`config.mk`:
```
export PLATFORM = sky130hd
export DESIGN_NAME = adc_trigger_sequencer
export DESIGN_NICKNAME = d
export VERILOG_FILES = /design/src/rtl/adc_seq_pkg.sv /design/src/rtl/sar_if.sv /design/src/rtl/trig_detect.sv /design/src/rtl/sar_engine.sv /design/src/rtl/adc_trigger_sequencer.sv
export SDC_FILE = /design/constraint.sdc
export NUM_CORES = 1
export LEC_CHECK = 0
export BUFFER_PORTS_ARGS = -buffer_cell sky130_fd_sc_hd__buf_2
export CORE_MARGIN = 2
export CORE_UTILIZATION = 52
export CTS_CLUSTER_SIZE = 25
export DETAILED_ROUTE_END_ITERATION = 12
export PLACE_DENSITY = 0.77
export SETUP_SLACK_MARGIN = 0.4
export SLEW_MARGIN = 20
export SYNTH_ARGS = -nofsm -noshare
export SYNTH_HDL_FRONTEND = slang
export SYNTH_SLANG_ARGS = --single-unit
```
`constraint.sdc`:
```
create_clock -name SYS_CLK -period 5 [get_ports SYS_CLK]
set_input_delay 0.25 -clock SYS_CLK [delete_from_list [all_inputs] [get_ports SYS_CLK]]
set_output_delay 0.25 -clock SYS_CLK [all_outputs]
set_load 0.02 [all_outputs]
```
`src/rtl/adc_seq_pkg.sv`:
```
// Constants and types shared by the converter sequencer design.
// Behaviour
// - Exactly one of eight analog channels routed to sample stage per conversion.
// - Sample in two phases: amplifier precharge, then direct input connection.
// - Sample stage clock gated off when idle; power-up clear stops analog too.
// - Result is 8 or 10 bits by successive approximation binary search.
// - Conversion machine clock gated off when no conversion runs.
// - Trigger taken from channel 7, edge or level, selectable polarity.
// - Trigger off, scan off: ignore pin, run one sequence, stop.
// - Trigger off, scan on: ignore pin, run sequences back to back.
// - Edge mode, polarity 0: each falling edge starts one sequence.
// - Edge mode, polarity 1: each rising edge starts one sequence.
// - Level mode, polarity 0: convert continuously while trigger low.
// - Level mode, polarity 1: convert continuously while trigger high.
// - Active edge during running conversion sets the trigger overrun flag.
// - First conversion starts two clocks after trigger recognition.
// - First conversion of triggered sequence starts two clocks after trigger receipt.
// - With trigger enabled, software start writes start nothing.
// - Level mode trigger drop and return mid sequence is no overrun.
// - Level mode trigger still active at sequence end restarts at once.
// - Digital input buffer per channel switched by input enable register.
// - Stop mode halts conversion; leaving it resumes conversion.
// - Wait mode with halt-in-wait set halts conversion; exit resumes.
// - Clearing power-up aborts conversion; registers stay accessible.
// - Port data reads 1 for each channel whose buffer is disabled.
package adc_seq_pkg;
    localparam int          NUM_CHAN      = 8;
    localparam int          TRIG_CHAN     = 7;
    localparam int          RES_HI        = 10;
    localparam int          RES_LO        = 8;
    // Sample phase lengths in clock cycles
    localparam logic [3:0]  PRECHARGE_CYC = 4'h2;
    localparam logic [3:0]  DIRECT_CYC    = 4'h4;
    // Reset values
    localparam logic [7:0]  DIEN_RESET    = 8'h00;
    localparam logic [7:0]  PORT_RESET    = 8'hff;
    localparam logic [9:0]  RESULT_RESET  = 10'h000;
    localparam logic [2:0]  CHAN_RESET    = 3'h0;
    localparam logic [3:0]  LEN_RESET     = 4'h1;

    typedef enum logic [2:0] {
        ST_IDLE   = 3'b000,
        ST_PRECH  = 3'b001,
        ST_DIRECT = 3'b010,
        ST_CONV   = 3'b011,
        ST_STORE  = 3'b100
    } conv_state_t;
endpackage

```
`src/rtl/sar_if.sv`:
```
// Interface between sequencer and successive approximation engine.
`timescale 1ns/100ps
interface sar_if;
    logic       start;
    logic       res10;
    logic       comp_in;
    logic [9:0] dac_code;
    logic       busy;
    logic       done;
    logic [9:0] result;
    modport seq (output start, output res10, output comp_in,
                 input dac_code, input busy, input done, input result);
    modport sar (input start, input res10, input comp_in,
                 output dac_code, output busy, output done, output result);
endinterface

```
`src/rtl/trig_detect.sv`:
```
// Trigger synchroniser with polarity, edge and level qualification.
`timescale 1ns/100ps
module trig_detect (
    // Clock and reset
    input  wire logic clk,
    input  wire logic rst_n,
    // Trigger pin and configuration
    input  wire logic trig_raw,
    input  wire logic trig_polarity,
    // Qualified trigger
    output logic      trig_active,
    output logic      trig_edge
);
    logic sync1;
    logic sync2;
    logic prev;
    wire  active_now = sync2 ~^ trig_polarity;

    // Two flop synchroniser then edge history
    always_ff @(posedge clk) begin
        if (!rst_n) begin
            sync1 <= 1'b1;           // Idle pad level is high
            sync2 <= 1'b1;
            prev  <= 1'b1;           // No false edge just after reset
        end else begin
            sync1 <= trig_raw;
            sync2 <= sync1;
            prev  <= active_now;
        end
    end

    // Polarity selects falling or rising as active
    assign trig_active = active_now;
    assign trig_edge   = active_now & ~prev;
endmodule

```
`src/rtl/sar_engine.sv`:
```
// Successive approximation search engine, 8 or 10 bits.
`timescale 1ns/100ps
module sar_engine (
    // Clock and reset
    input  wire logic clk,
    input  wire logic rst_n,
    // Sequencer side
    sar_if.sar        sar
);
    import adc_seq_pkg::*;
    logic [9:0] trial;
    logic [9:0] bitmask;
    logic       running;

    wire [9:0] first_mask = sar.res10 ? 10'h200 : 10'h080;
    wire [9:0] keep       = sar.comp_in ? trial : (trial & ~bitmask);
    wire       last       = bitmask[0];
    // Coming trial code, so the registered DAC code matches the bit under test
    wire [9:0] next_trial = sar.start ? first_mask
                          : running ? (last ? keep : (keep | (bitmask >> 1))) : trial;

    // Binary search, one bit per clock; idle flops hold still
    always_ff @(posedge clk) begin
        if (!rst_n) begin
            trial   <= RESULT_RESET;
            bitmask <= RESULT_RESET;
            running <= 1'b0;
        end else if (sar.start) begin
            trial   <= first_mask;
            bitmask <= first_mask;
            running <= 1'b1;
        end else if (running) begin
            bitmask <= bitmask >> 1;
            trial   <= last ? keep : (keep | (bitmask >> 1));
            running <= ~last;
        end
    end

    // Done pulses when last bit settles
    always_ff @(posedge clk) begin
        if (!rst_n) begin
            sar.done   <= 1'b0;
            sar.result <= RESULT_RESET;
        end else begin
            sar.done <= running & last;
            if (running & last) begin
                sar.result <= keep;
            end
        end
    end

    assign sar.dac_code = next_trial;
    assign sar.busy     = running;
endmodule

```
`src/rtl/adc_trigger_sequencer.sv`:
```
// Top of the converter sequencer: trigger, modes, sampling, port data.
`timescale 1ns/100ps
module adc_trigger_sequencer (
    // Clock and reset
    input  wire logic                 SYS_CLK,
    input  wire logic                 RST_N,
    // Control bits
    input  wire logic                 CONVERTER_POWER_UP,
    input  wire logic                 SEQUENCE_START_CTRL_WR,
    input  wire logic                 SCAN_MODE,
    input  wire logic                 RES10_MODE,
    input  wire logic [3:0]           SEQ_LENGTH,
    input  wire logic [2:0]           START_CHAN,
    input  wire logic                 TRIG_ENABLE,
    input  wire logic                 TRIG_LEVEL_MODE,
    input  wire logic                 TRIG_POLARITY,
    input  wire logic                 TRIG_OVERRUN_CLR,
    input  wire logic                 SEQ_COMPLETE_IRQ_EN,
    input  wire logic                 SEQ_COMPLETE_CLR,
    input  wire logic [7:0]           DIGITAL_INPUT_ENABLE_REG,
    // Low power
    input  wire logic                 STOP_MODE,
    input  wire logic                 WAIT_MODE,
    input  wire logic                 HALT_IN_WAIT,
    // Pads and analog front end
    input  wire logic [7:0]           PAD_IN,
    input  wire logic                 COMPARATOR,
    output logic [7:0]                CHAN_SEL_ONEHOT,
    output logic                      AMP_PRECHARGE,
    output logic                      DIRECT_CONNECT,
    output logic                      SH_CLK_EN,
    output logic                      SAR_CLK_EN,
    output logic                      ANALOG_POWER,
    output logic [9:0]                DAC_CODE,
    output logic [7:0]                DIGITAL_BUF_EN,
    // Status and results
    output logic [7:0]                PIN_INPUT_PORT,
    output logic [9:0]                RESULT,
    output logic [2:0]                RESULT_CHAN,
    output logic                      RESULT_VALID,
    output logic                      BUSY,
    output logic                      TRIG_OVERRUN_FLAG,
    output logic                      SEQ_COMPLETE_FLAG,
    output logic                      SEQ_COMPLETE_IRQ
);
    import adc_seq_pkg::*;

    sar_if       sar ();
    conv_state_t state;
    conv_state_t next_state;
    logic [3:0]  phase_cnt;
    logic [3:0]  conv_cnt;
    logic [2:0]  chan;
    logic        seq_run;
    logic [7:0]  pad_s1;
    logic [7:0]  pad_s2;
    logic        start_pend;
    logic        trig_active;
    logic        trig_edge;
    logic        sar_start;

    // Channel 7 trigger detection
    trig_detect u_trig (
        .clk           (SYS_CLK),
        .rst_n         (RST_N),
        .trig_raw      (PAD_IN[TRIG_CHAN]),
        .trig_polarity (TRIG_POLARITY),
        .trig_active   (trig_active),
        .trig_edge     (trig_edge)
    );

    // Search engine
    sar_engine u_sar (
        .clk   (SYS_CLK),
        .rst_n (RST_N),
        .sar   (sar)
    );

    // Halting and abort conditions
    wire halted   = STOP_MODE | (WAIT_MODE & HALT_IN_WAIT);
    wire abort    = ~CONVERTER_POWER_UP;
    wire seq_len0 = (SEQ_LENGTH == 4'h0);
    wire [3:0] seq_len = seq_len0 ? LEN_RESET : SEQ_LENGTH;

    // Start sources
    wire sw_start   = SEQUENCE_START_CTRL_WR & ~TRIG_ENABLE;
    wire edge_start = TRIG_ENABLE & ~TRIG_LEVEL_MODE & trig_edge;
    wire lvl_start  = TRIG_ENABLE & TRIG_LEVEL_MODE & trig_active;
    wire any_start  = sw_start | edge_start | lvl_start | start_pend;

    // Phase and sequence progress
    wire phase_done = (phase_cnt == 4'h1);
    wire last_conv  = (conv_cnt == seq_len - 4'h1);
    wire conv_end   = (state == ST_STORE);
    wire seq_end    = conv_end & last_conv;
    wire rerun      = (~TRIG_ENABLE & SCAN_MODE)
                    | (TRIG_ENABLE & TRIG_LEVEL_MODE & trig_active);
    wire busy_now   = seq_run;

    // Overrun: edge mode only, active edge while running
    wire overrun_set = TRIG_ENABLE & ~TRIG_LEVEL_MODE & trig_edge & busy_now;

    // Next state of sample and convert machine
    always_comb begin
        next_state = state;
        unique case (state)
            ST_IDLE: begin
                if (seq_run & ~halted) begin
                    next_state = ST_PRECH;
                end
            end
            ST_PRECH: begin
                if (phase_done) begin
                    next_state = ST_DIRECT;
                end
            end
            ST_DIRECT: begin
                if (phase_done) begin
                    next_state = ST_CONV;
                end
            end
            ST_CONV: begin
                if (sar.done) begin
                    next_state = ST_STORE;
                end
            end
            ST_STORE: begin
                next_state = ST_IDLE;
            end
            default: begin
                next_state = ST_IDLE;
            end
        endcase
    end

    // State register; abort takes priority, halt freezes it except on engine done
    always_ff @(posedge SYS_CLK) begin
        if (!RST_N || abort) begin
            state <= ST_IDLE;
        end else if (!halted || (state == ST_CONV && sar.done)) begin
            state <= next_state;                              // done pulse not lost
        end
    end

    // Phase counter loaded on each sample phase entry
    always_ff @(posedge SYS_CLK) begin
        if (!RST_N) begin
            phase_cnt <= 4'h0;
        end else if (!halted) begin
            if (state == ST_IDLE || (state == ST_PRECH && phase_done)) begin
                phase_cnt <= (state == ST_IDLE) ? PRECHARGE_CYC : DIRECT_CYC;
            end else if (phase_cnt != 4'h0) begin
                phase_cnt <= phase_cnt - 4'h1;
            end
        end
    end

    // Pending start held while a halt keeps the machine frozen
    always_ff @(posedge SYS_CLK) begin
        if (!RST_N || abort) begin
            start_pend <= 1'b0;
        end else begin
            start_pend <= halted & any_start & ~seq_run;
        end
    end

    // Sequence run flag, counter and channel pointer
    always_ff @(posedge SYS_CLK) begin
        if (!RST_N || abort) begin
            seq_run  <= 1'b0;
            conv_cnt <= 4'h0;
            chan     <= CHAN_RESET;
        end else if (!seq_run && any_start && !halted) begin
            seq_run  <= 1'b1;
            conv_cnt <= 4'h0;
            chan     <= START_CHAN;
        end else if (conv_end && !halted) begin
            conv_cnt <= last_conv ? 4'h0 : conv_cnt + 4'h1;
            chan     <= last_conv ? START_CHAN : chan + 3'h1;
            seq_run  <= ~last_conv | rerun;
        end
    end

    // Engine start at end of direct phase
    assign sar_start   = (state == ST_DIRECT) & phase_done & ~halted;
    assign sar.start   = sar_start;
    assign sar.res10   = RES10_MODE;
    assign sar.comp_in = COMPARATOR;

    // Pad synchroniser for port data
    always_ff @(posedge SYS_CLK) begin
        if (!RST_N) begin
            pad_s1 <= PORT_RESET;
            pad_s2 <= PORT_RESET;
        end else begin
            pad_s1 <= PAD_IN;
            pad_s2 <= pad_s1;
        end
    end

    // Port data and buffer enables
    always_ff @(posedge SYS_CLK) begin
        if (!RST_N) begin
            PIN_INPUT_PORT <= PORT_RESET;
            DIGITAL_BUF_EN <= DIEN_RESET;
        end else begin
            PIN_INPUT_PORT <= pad_s2 | ~DIGITAL_INPUT_ENABLE_REG;
            DIGITAL_BUF_EN <= DIGITAL_INPUT_ENABLE_REG;
        end
    end

    // Analog front end controls
    wire       sampling  = (state == ST_PRECH) | (state == ST_DIRECT);
    wire [7:0] chan_hot  = 8'h01 << chan;
    always_ff @(posedge SYS_CLK) begin
        if (!RST_N) begin
            CHAN_SEL_ONEHOT <= 8'h00;
            AMP_PRECHARGE   <= 1'b0;
            DIRECT_CONNECT  <= 1'b0;
            SH_CLK_EN       <= 1'b0;
            SAR_CLK_EN      <= 1'b0;
            ANALOG_POWER    <= 1'b0;
            DAC_CODE        <= RESULT_RESET;
        end else begin
            CHAN_SEL_ONEHOT <= sampling ? chan_hot : 8'h00;
            AMP_PRECHARGE   <= (next_state == ST_PRECH) & ~halted & ~abort;
            DIRECT_CONNECT  <= (next_state == ST_DIRECT) & ~halted & ~abort;
            SH_CLK_EN       <= sampling & ~halted;
            SAR_CLK_EN      <= (sar.busy | sar_start) & ~halted & ~abort;
            ANALOG_POWER    <= CONVERTER_POWER_UP;
            DAC_CODE        <= sar.dac_code;
        end
    end

    // Results, busy and flags; set wins over clear
    always_ff @(posedge SYS_CLK) begin
        if (!RST_N) begin
            RESULT            <= RESULT_RESET;
            RESULT_CHAN       <= CHAN_RESET;
            RESULT_VALID      <= 1'b0;
            BUSY              <= 1'b0;
            TRIG_OVERRUN_FLAG <= 1'b0;
            SEQ_COMPLETE_FLAG <= 1'b0;
            SEQ_COMPLETE_IRQ  <= 1'b0;
        end else begin
            RESULT_VALID <= conv_end & ~halted & ~abort;
            if (conv_end && !halted && !abort) begin
                RESULT      <= sar.result;
                RESULT_CHAN <= chan;
            end
            BUSY <= seq_run & ~abort;
            if (overrun_set) begin
                TRIG_OVERRUN_FLAG <= 1'b1;
            end else if (TRIG_OVERRUN_CLR || (any_start && !seq_run)) begin
                TRIG_OVERRUN_FLAG <= 1'b0;
            end
            if (seq_end && !halted && !abort) begin
                SEQ_COMPLETE_FLAG <= 1'b1;
            end else if (SEQ_COMPLETE_CLR) begin
                SEQ_COMPLETE_FLAG <= 1'b0;
            end
            SEQ_COMPLETE_IRQ <= SEQ_COMPLETE_IRQ_EN &
                ((seq_end & ~halted & ~abort) | (SEQ_COMPLETE_FLAG & ~SEQ_COMPLETE_CLR));
        end
    end
endmodule

```
## Word level (Yosys, flattened, before mapping)

Cells that the tools add are included.

- $add $sub $neg: 4
- $mul: 0
- Div/mod/pow operators: 0
- Magnitude comparators: 0
- Equal/unequal tests: 8
- Shift-type cells: 1
- Multiplexer cells: 28
- Bitwise operators: 54
- Reductions and logical operators: 26

Operators by type and width:

| cell | count |
|---|---|
| $mux 10 | 7 |
| $and 1x1->1 | 30 |
| $mux 3 | 8 |
| $mux 4 | 4 |
| $pmux 3 s4 | 1 |
| $and 10x10->10 | 1 |
| $not 10->10 | 1 |
| $or 10x9->10 | 1 |
| $reduce_bool 2->1 | 5 |
| $eq 3x2->1 const B | 3 |
| $not 1->1 | 9 |
| $or 1x1->1 | 9 |
| $logic_and 1x1->1 | 8 |
| $mux 1 | 8 |
| $not 8->8 | 1 |
| $or 8x8->8 | 1 |
| $shl 1x3->8 const A | 1 |
| $sub 4x1->4 const B | 2 |
| $eq 3x1->1 const B | 2 |
| $add 4x1->4 const B | 1 |
| $eq 4x1->1 const B | 1 |
| $eq 4x4->1 | 1 |
| $logic_not 4->1 | 1 |
| $logic_or 1x1->1 | 4 |
| 8 further kinds | 11 |

- Register bits after elaboration: 114
- Bits in latches: 0
- Bits in writable memories: 0
- Bits in read-only memories: 0
- Input bits: 39
- Output and inout bits: 57
- Logic and storage cells: 152
- Memories: 0

## Longest topological paths before layout

- Depth in word-level cells: 10
- Mapped depth: 9
- Mapped depth without buffers: 8

## By module

A second synthesis with hierarchy kept.

- Cell total of the unflattened synthesis: 491
- Area, all modules: 4725.8 µm²

Modules (own cells, without submodules):

| module | instances | cells an instance | area an instance (µm²) | sequential area each (µm²) |
|---|---|---|---|---|
| adc_trigger_sequencer | 1 | 338 | 3285.7 | 1781.7 |
| sar_engine | 1 | 144 | 1347.5 | 640.6 |
| trig_detect | 1 | 9 | 92.6 | 60.1 |

## Worst setup path after synthesis

OpenSTA, ideal clock, no wires.

- Path kind: input to register
- Start point: input port SEQ_LENGTH[1]
- End point: register chan[2]
- Library setup time: 0.072 ns
- Arrival: 2.205 ns
- Data required time: 4.928 ns
- Path slack: 2.724 ns
- Stages: 9
- Path buffers: 1
- Path through: nor3_1 -> nor2_1 -> ha_1 -> a22oi_1 -> o221ai_1 -> or4b_1 -> clkbuf_1 -> o21ai_0 -> mux2i_1

- Word-level cells in the longest chain between the ends: 7

RTL lines:

| item | RTL line | text |
|---|---|---|
| start, declared | adc_trigger_sequencer.sv:12 | `input wire logic [3:0] SEQ_LENGTH,` |
| $logic_not 4->1 | adc_trigger_sequencer.sv:82 | `wire seq_len0 = (SEQ_LENGTH == 4'h0);` |
| $mux 4 (*) | adc_trigger_sequencer.sv:83 | `wire [3:0] seq_len = seq_len0 ? LEN_RESET : SEQ_LENGTH;` |
| $sub 4x1->4 (*) | adc_trigger_sequencer.sv:93 | `wire last_conv = (conv_cnt == seq_len - 4'h1);` |
| $eq 4x4->1 (*) | adc_trigger_sequencer.sv:93 |  |
| $mux 3 (*) | adc_trigger_sequencer.sv:179 | `chan <= last_conv ? START_CHAN : chan + 3'h1;` |
| $mux 3 (*) | adc_trigger_sequencer.sv:177 | `end else if (conv_end && !halted) begin` |
| $mux 3 (*) | adc_trigger_sequencer.sv:173 | `end else if (!seq_run && any_start && !halted) begin` |
| end signal, assigned | adc_trigger_sequencer.sv:179 |  |
| end, declared | adc_trigger_sequencer.sv:53 | `logic [2:0] chan;` |

Every way passes the cells marked *; elsewhere a longest branch is shown, timed or not. The select of a mux whose other input is x is not followed.
A chain may end at the register's enable or synchronous reset.

## Worst setup path after layout

- Start point: register phase_cnt[1]
- End point: register u_sar.bitmask[0]

- Word-level cells in the longest chain between the ends: 4
- Elaborated cells between the ends (all ways): 5
- Classes of those cells: 1 x eq/ne; 1 x mux; 2 x bitwise; 1 x reduce/logical

RTL lines:

| item | RTL line | text |
|---|---|---|
| start, declared | adc_trigger_sequencer.sv:51 | `logic [3:0] phase_cnt;` |
| start signal, assigned | adc_trigger_sequencer.sv:151 | `phase_cnt <= (state == ST_IDLE) ? PRECHARGE_CYC : DIRECT_CYC;` |
| start signal, assigned | adc_trigger_sequencer.sv:153 | `phase_cnt <= phase_cnt - 4'h1;` |
| $eq 4x1->1 (*) | adc_trigger_sequencer.sv:92 | `wire phase_done = (phase_cnt == 4'h1);` |
| $and 1x1->1 (*) (2 in series) | adc_trigger_sequencer.sv:185 | `assign sar_start = (state == ST_DIRECT) & phase_done & ~halted;` |
| $mux 10 / $reduce_bool 2->1 (equally long branches) | -- |  |
| end signal, assigned | sar_engine.sv:30 | `bitmask <= first_mask;` |
| end signal, assigned | sar_engine.sv:33 | `bitmask <= bitmask >> 1;` |
| end, declared | sar_engine.sv:12 | `logic [9:0] bitmask;` |

Every way passes the cells marked *; elsewhere a longest branch is shown, timed or not.

==> metrics.md <==
| Metric | Value |
|---|---|
| Outcome | finished clean |
| Antenna violations before repair | 0 |
| Post-synth top area cell | dfxtp_1 |
| Total GRT Usage | a little under a fifth |
| Post-synth EDFFs | 0 |
| Hold Path Class | in -> reg |
| Post-DR vias/cell | between 5 and 6 |
| CP cell instances | inv_1 > ha_1 > or3b_4 > or4_2 > nand2_1 > nor2_1 |
| Max_cap viols | 0 |
| CTS tree | yes |
| Mux contribution to synthesized area | around 3.1% |
| Final hold violations | 0 |
| Comb pwr share | 6.2% |
| Peak supply drop | 0.184 mV |
| Area after DPL | slightly below 5000 µm² |
| Via count | 3346 |
| Average size of a mapped cell | 9.42 µm² |
| Post-Synth XOR/XNOR Area | under 10% |
| Main combinational cell family by area after synthesis | simple AND/OR/NAND/NOR gates |
| # IOs | 96 |
| Seq pwr share | 59.2% |
| Finished Cell Area | roughly 5000 µm² |
| Layout cells sized above 1 | between 20% and 30% |
| Fin nets | just under 600 |
| # hold bufs at CTS | 0 |
| Worst Path Required | ~5300 ps |
| Fmax | 0.416 GHz |
| Skew final | between 10 and 15 ps |
| Post-DR wirelength/cell | ~13 µm |
| Drt pass-1 iters | 5 |
| Initial DRC Count | about 120 |
| Worst Tran Pin Value | around 830 ps |
| Num CTS Buffers | 9 |
| Syn Nets | roughly 510 |
| Clk root buf | clkbuf_8 |
| Power share of the clock group | about a third |
| Synth top area share | ~52% |
| Synth warn | 0 |
| Final period demand of the worst path | between 2000 and 2500 ps |
| Synthesized area | 4310 µm² |
| Hold WS | ~44 ps |
| Post-synthesis register bit count | roughly 110 |
| Worst path max stage delay | roughly 730 ps |
| RSZ-0062 raised after global routing | false |
| Post-CTS Repair Setup Buffers | 0 |
| Crit-path max FO | 16 |
| Clock Latency Late Sink | 380 ps |
| Dominant synthesized flop cell | dfxtp_1 |
| Crit end category | flip-flop |
| Sequential area share after synthesis | between 50% and 60% |
| Vias in the first global route | 2943 |
| Period utilisation layout | 48.1% |
| CTS clock-pin slew for the worst setup and hold paths | 120 ps |
| Pwr dens | 308 nW/µm² |
| Psw | slightly below 400 µW |
| Maximum clock insertion buffer count | 2 |
| Synth async-reset ratio | 0% |
| Worst rel slew slack | ~44% |
| Crit start category | flip-flop |
| Die Y | 95.0 µm |
| Non-filler instance count after layout | ~650 |
| Cell variety after synth | 53 |
| Simple-Gate Fraction of Synth Area | 23.0% |
| CP max stage cell | or4_2 |
| Die Wd | roughly 95 µm |
| Synth area leaders | dfxtp_1, nand2b_1, nand2_1 |
| Endpoints failing setup | 0 |
| Final HPWL DP | 6.02 mm |
| Routability cong. | between 0.8 and 0.9 |
| Max H-tree Level | 3 |
| Largest net degree at the start of global routing | 63 |
| Post-Synth Adder-Cell Area | between 2 and 3% |
| Synth-to-Final Area Change | 16.8% |
| Core Area | roughly 8100 µm² |
| Critical Path AT | roughly 2700 ps |
| Mapped Cells | between 400 and 500 |
| Max Transition Viols Final | 0 |
| First-pass GRT wire length | 13.4 mm |
| ANT nets after route | 0 |
| Leak pwr | ~0.0020 µW |
| Setup TNS | 0 ps |
| Complex-gate fraction of the synthesized area | 13.7% |
| Int Power | about 1200 µW |
| Placed insts | 638 |
| Switch share | approximately 25% |
| # rows | 33 |
| Grt ovf | 0 |
| # diodes | 0 |
| DRC Markers | 0 |
| Port buffer count | 95 |
| Initial Utilization | between 50% and 60% |
| Die Area | between 9000 and 10000 µm² |
| Crit path kind | reg -> reg |
| Routed WL | ~8.4 mm |
| Resized Gates After CTS | 0 |
| Total clock sinks | 112 |
-- per-layer routing --
metal  global-route usage, %  wire length, µm  vias up
met1                    23.1             3910     1545
li1                        -                -     1712
met5                       0                0        -
met2                    32.2             3980       78
met3                    4.87              382       11
met4                    7.13              106        0
-- worst max-delay path: cells and delay by family (launching register included) --
kind	cells	cell delay [ps]
adder cells (fa/ha/maj)	1	150
flip-flops	1	350
AND/OR/NAND/NOR	4	1690
buffers and inverters	1	100
-- final cells by class --
class	count	area (µm²)
tap	105	131
sequential	112	2240
timing repair buffer	96	483
inverter	18	67.6
clock inverter	7	80.1
multi-input combinational	307	1900
clock buffer	9	124
fill	693	3110
-- sequential cells by signal, indices dropped and copies added, names as in the netlist, 3 cells and up --
register and count:
CHAN_SEL_ONEHOT 8, DAC_CODE 10, DIGITAL_BUF_EN 8, PIN_INPUT_PORT 8, RESULT 10, RESULT_CHAN 3
chan 3, conv_cnt 4, pad_s1 8, pad_s2 8, phase_cnt 4, state 3
u_sar.bitmask 10, u_sar.sar.result 10
-- metrics by stage --
step	util, %	setup slack [ps]	total power (µW)
after floorplan	-	2720	997
after global placement	59.3	2480	1030
after detailed placement	59.3	2370	1030
after CTS	61.8	2580	1560
after global routing	61.8	2420	1610
final	61.8	2600	1550
-- cells in the final DEF (no fill, tap or decap), drive strengths merged, types with 15 or more instances in the layout --
cell,instances
a21oi,16
buf,96
a21boi,25
dfxtp,112
inv,22
and2,19
nor2,35
o21ai,15
nand2,60
nand2b,40
nand3,15
-- Yosys cell counts, types with 4 or more instances --
master    count
nand3_1      15
clkbuf_1     16
dfxtp_1     112
xnor2_1       4
mux2i_1      11
ha_1          9
and3_1        8
nand2_1      60
nor2_1       35
nor3_1        4
and2_1       19
inv_1        18
o21ai_0      14
nand2b_1     40
a21boi_0     25
a21oi_1      16
-- power by group through the flow --
stage               Clock [µW]  Sequential, µW  Combinational (µW)
floorplan                    0             941                56.4
global placement             0             935                93.3
detailed placement           0             935                95.5
CTS                        550             915                95.9
global route               584             917                 106
finish                     536             915                95.5
-- worst paths after layout --
path | to | slack [ps] | from | cells after the start
worst min register to register | pad_s2[4] | 400 | pad_s1[4] | 1
worst max register to register | u_sar.bitmask[0] | 2600 | phase_cnt[1] | 6
worst max-delay path | u_sar.bitmask[0] | 2600 | phase_cnt[1] | 6
worst min-delay path | pad_s1[6] | 40 | PAD_IN[6] | 2
-- cells by family after synthesis --
family                     count (synthesis)
xor gates and xnor gates                   7
adders and majority gates                  9
and+or+nand+nor                          195
DFF                                      112
muxes                                     13
AOI/OAI and AO/OA                         83
buffers and inverters                     38
(Power assumes the default switching activity.)
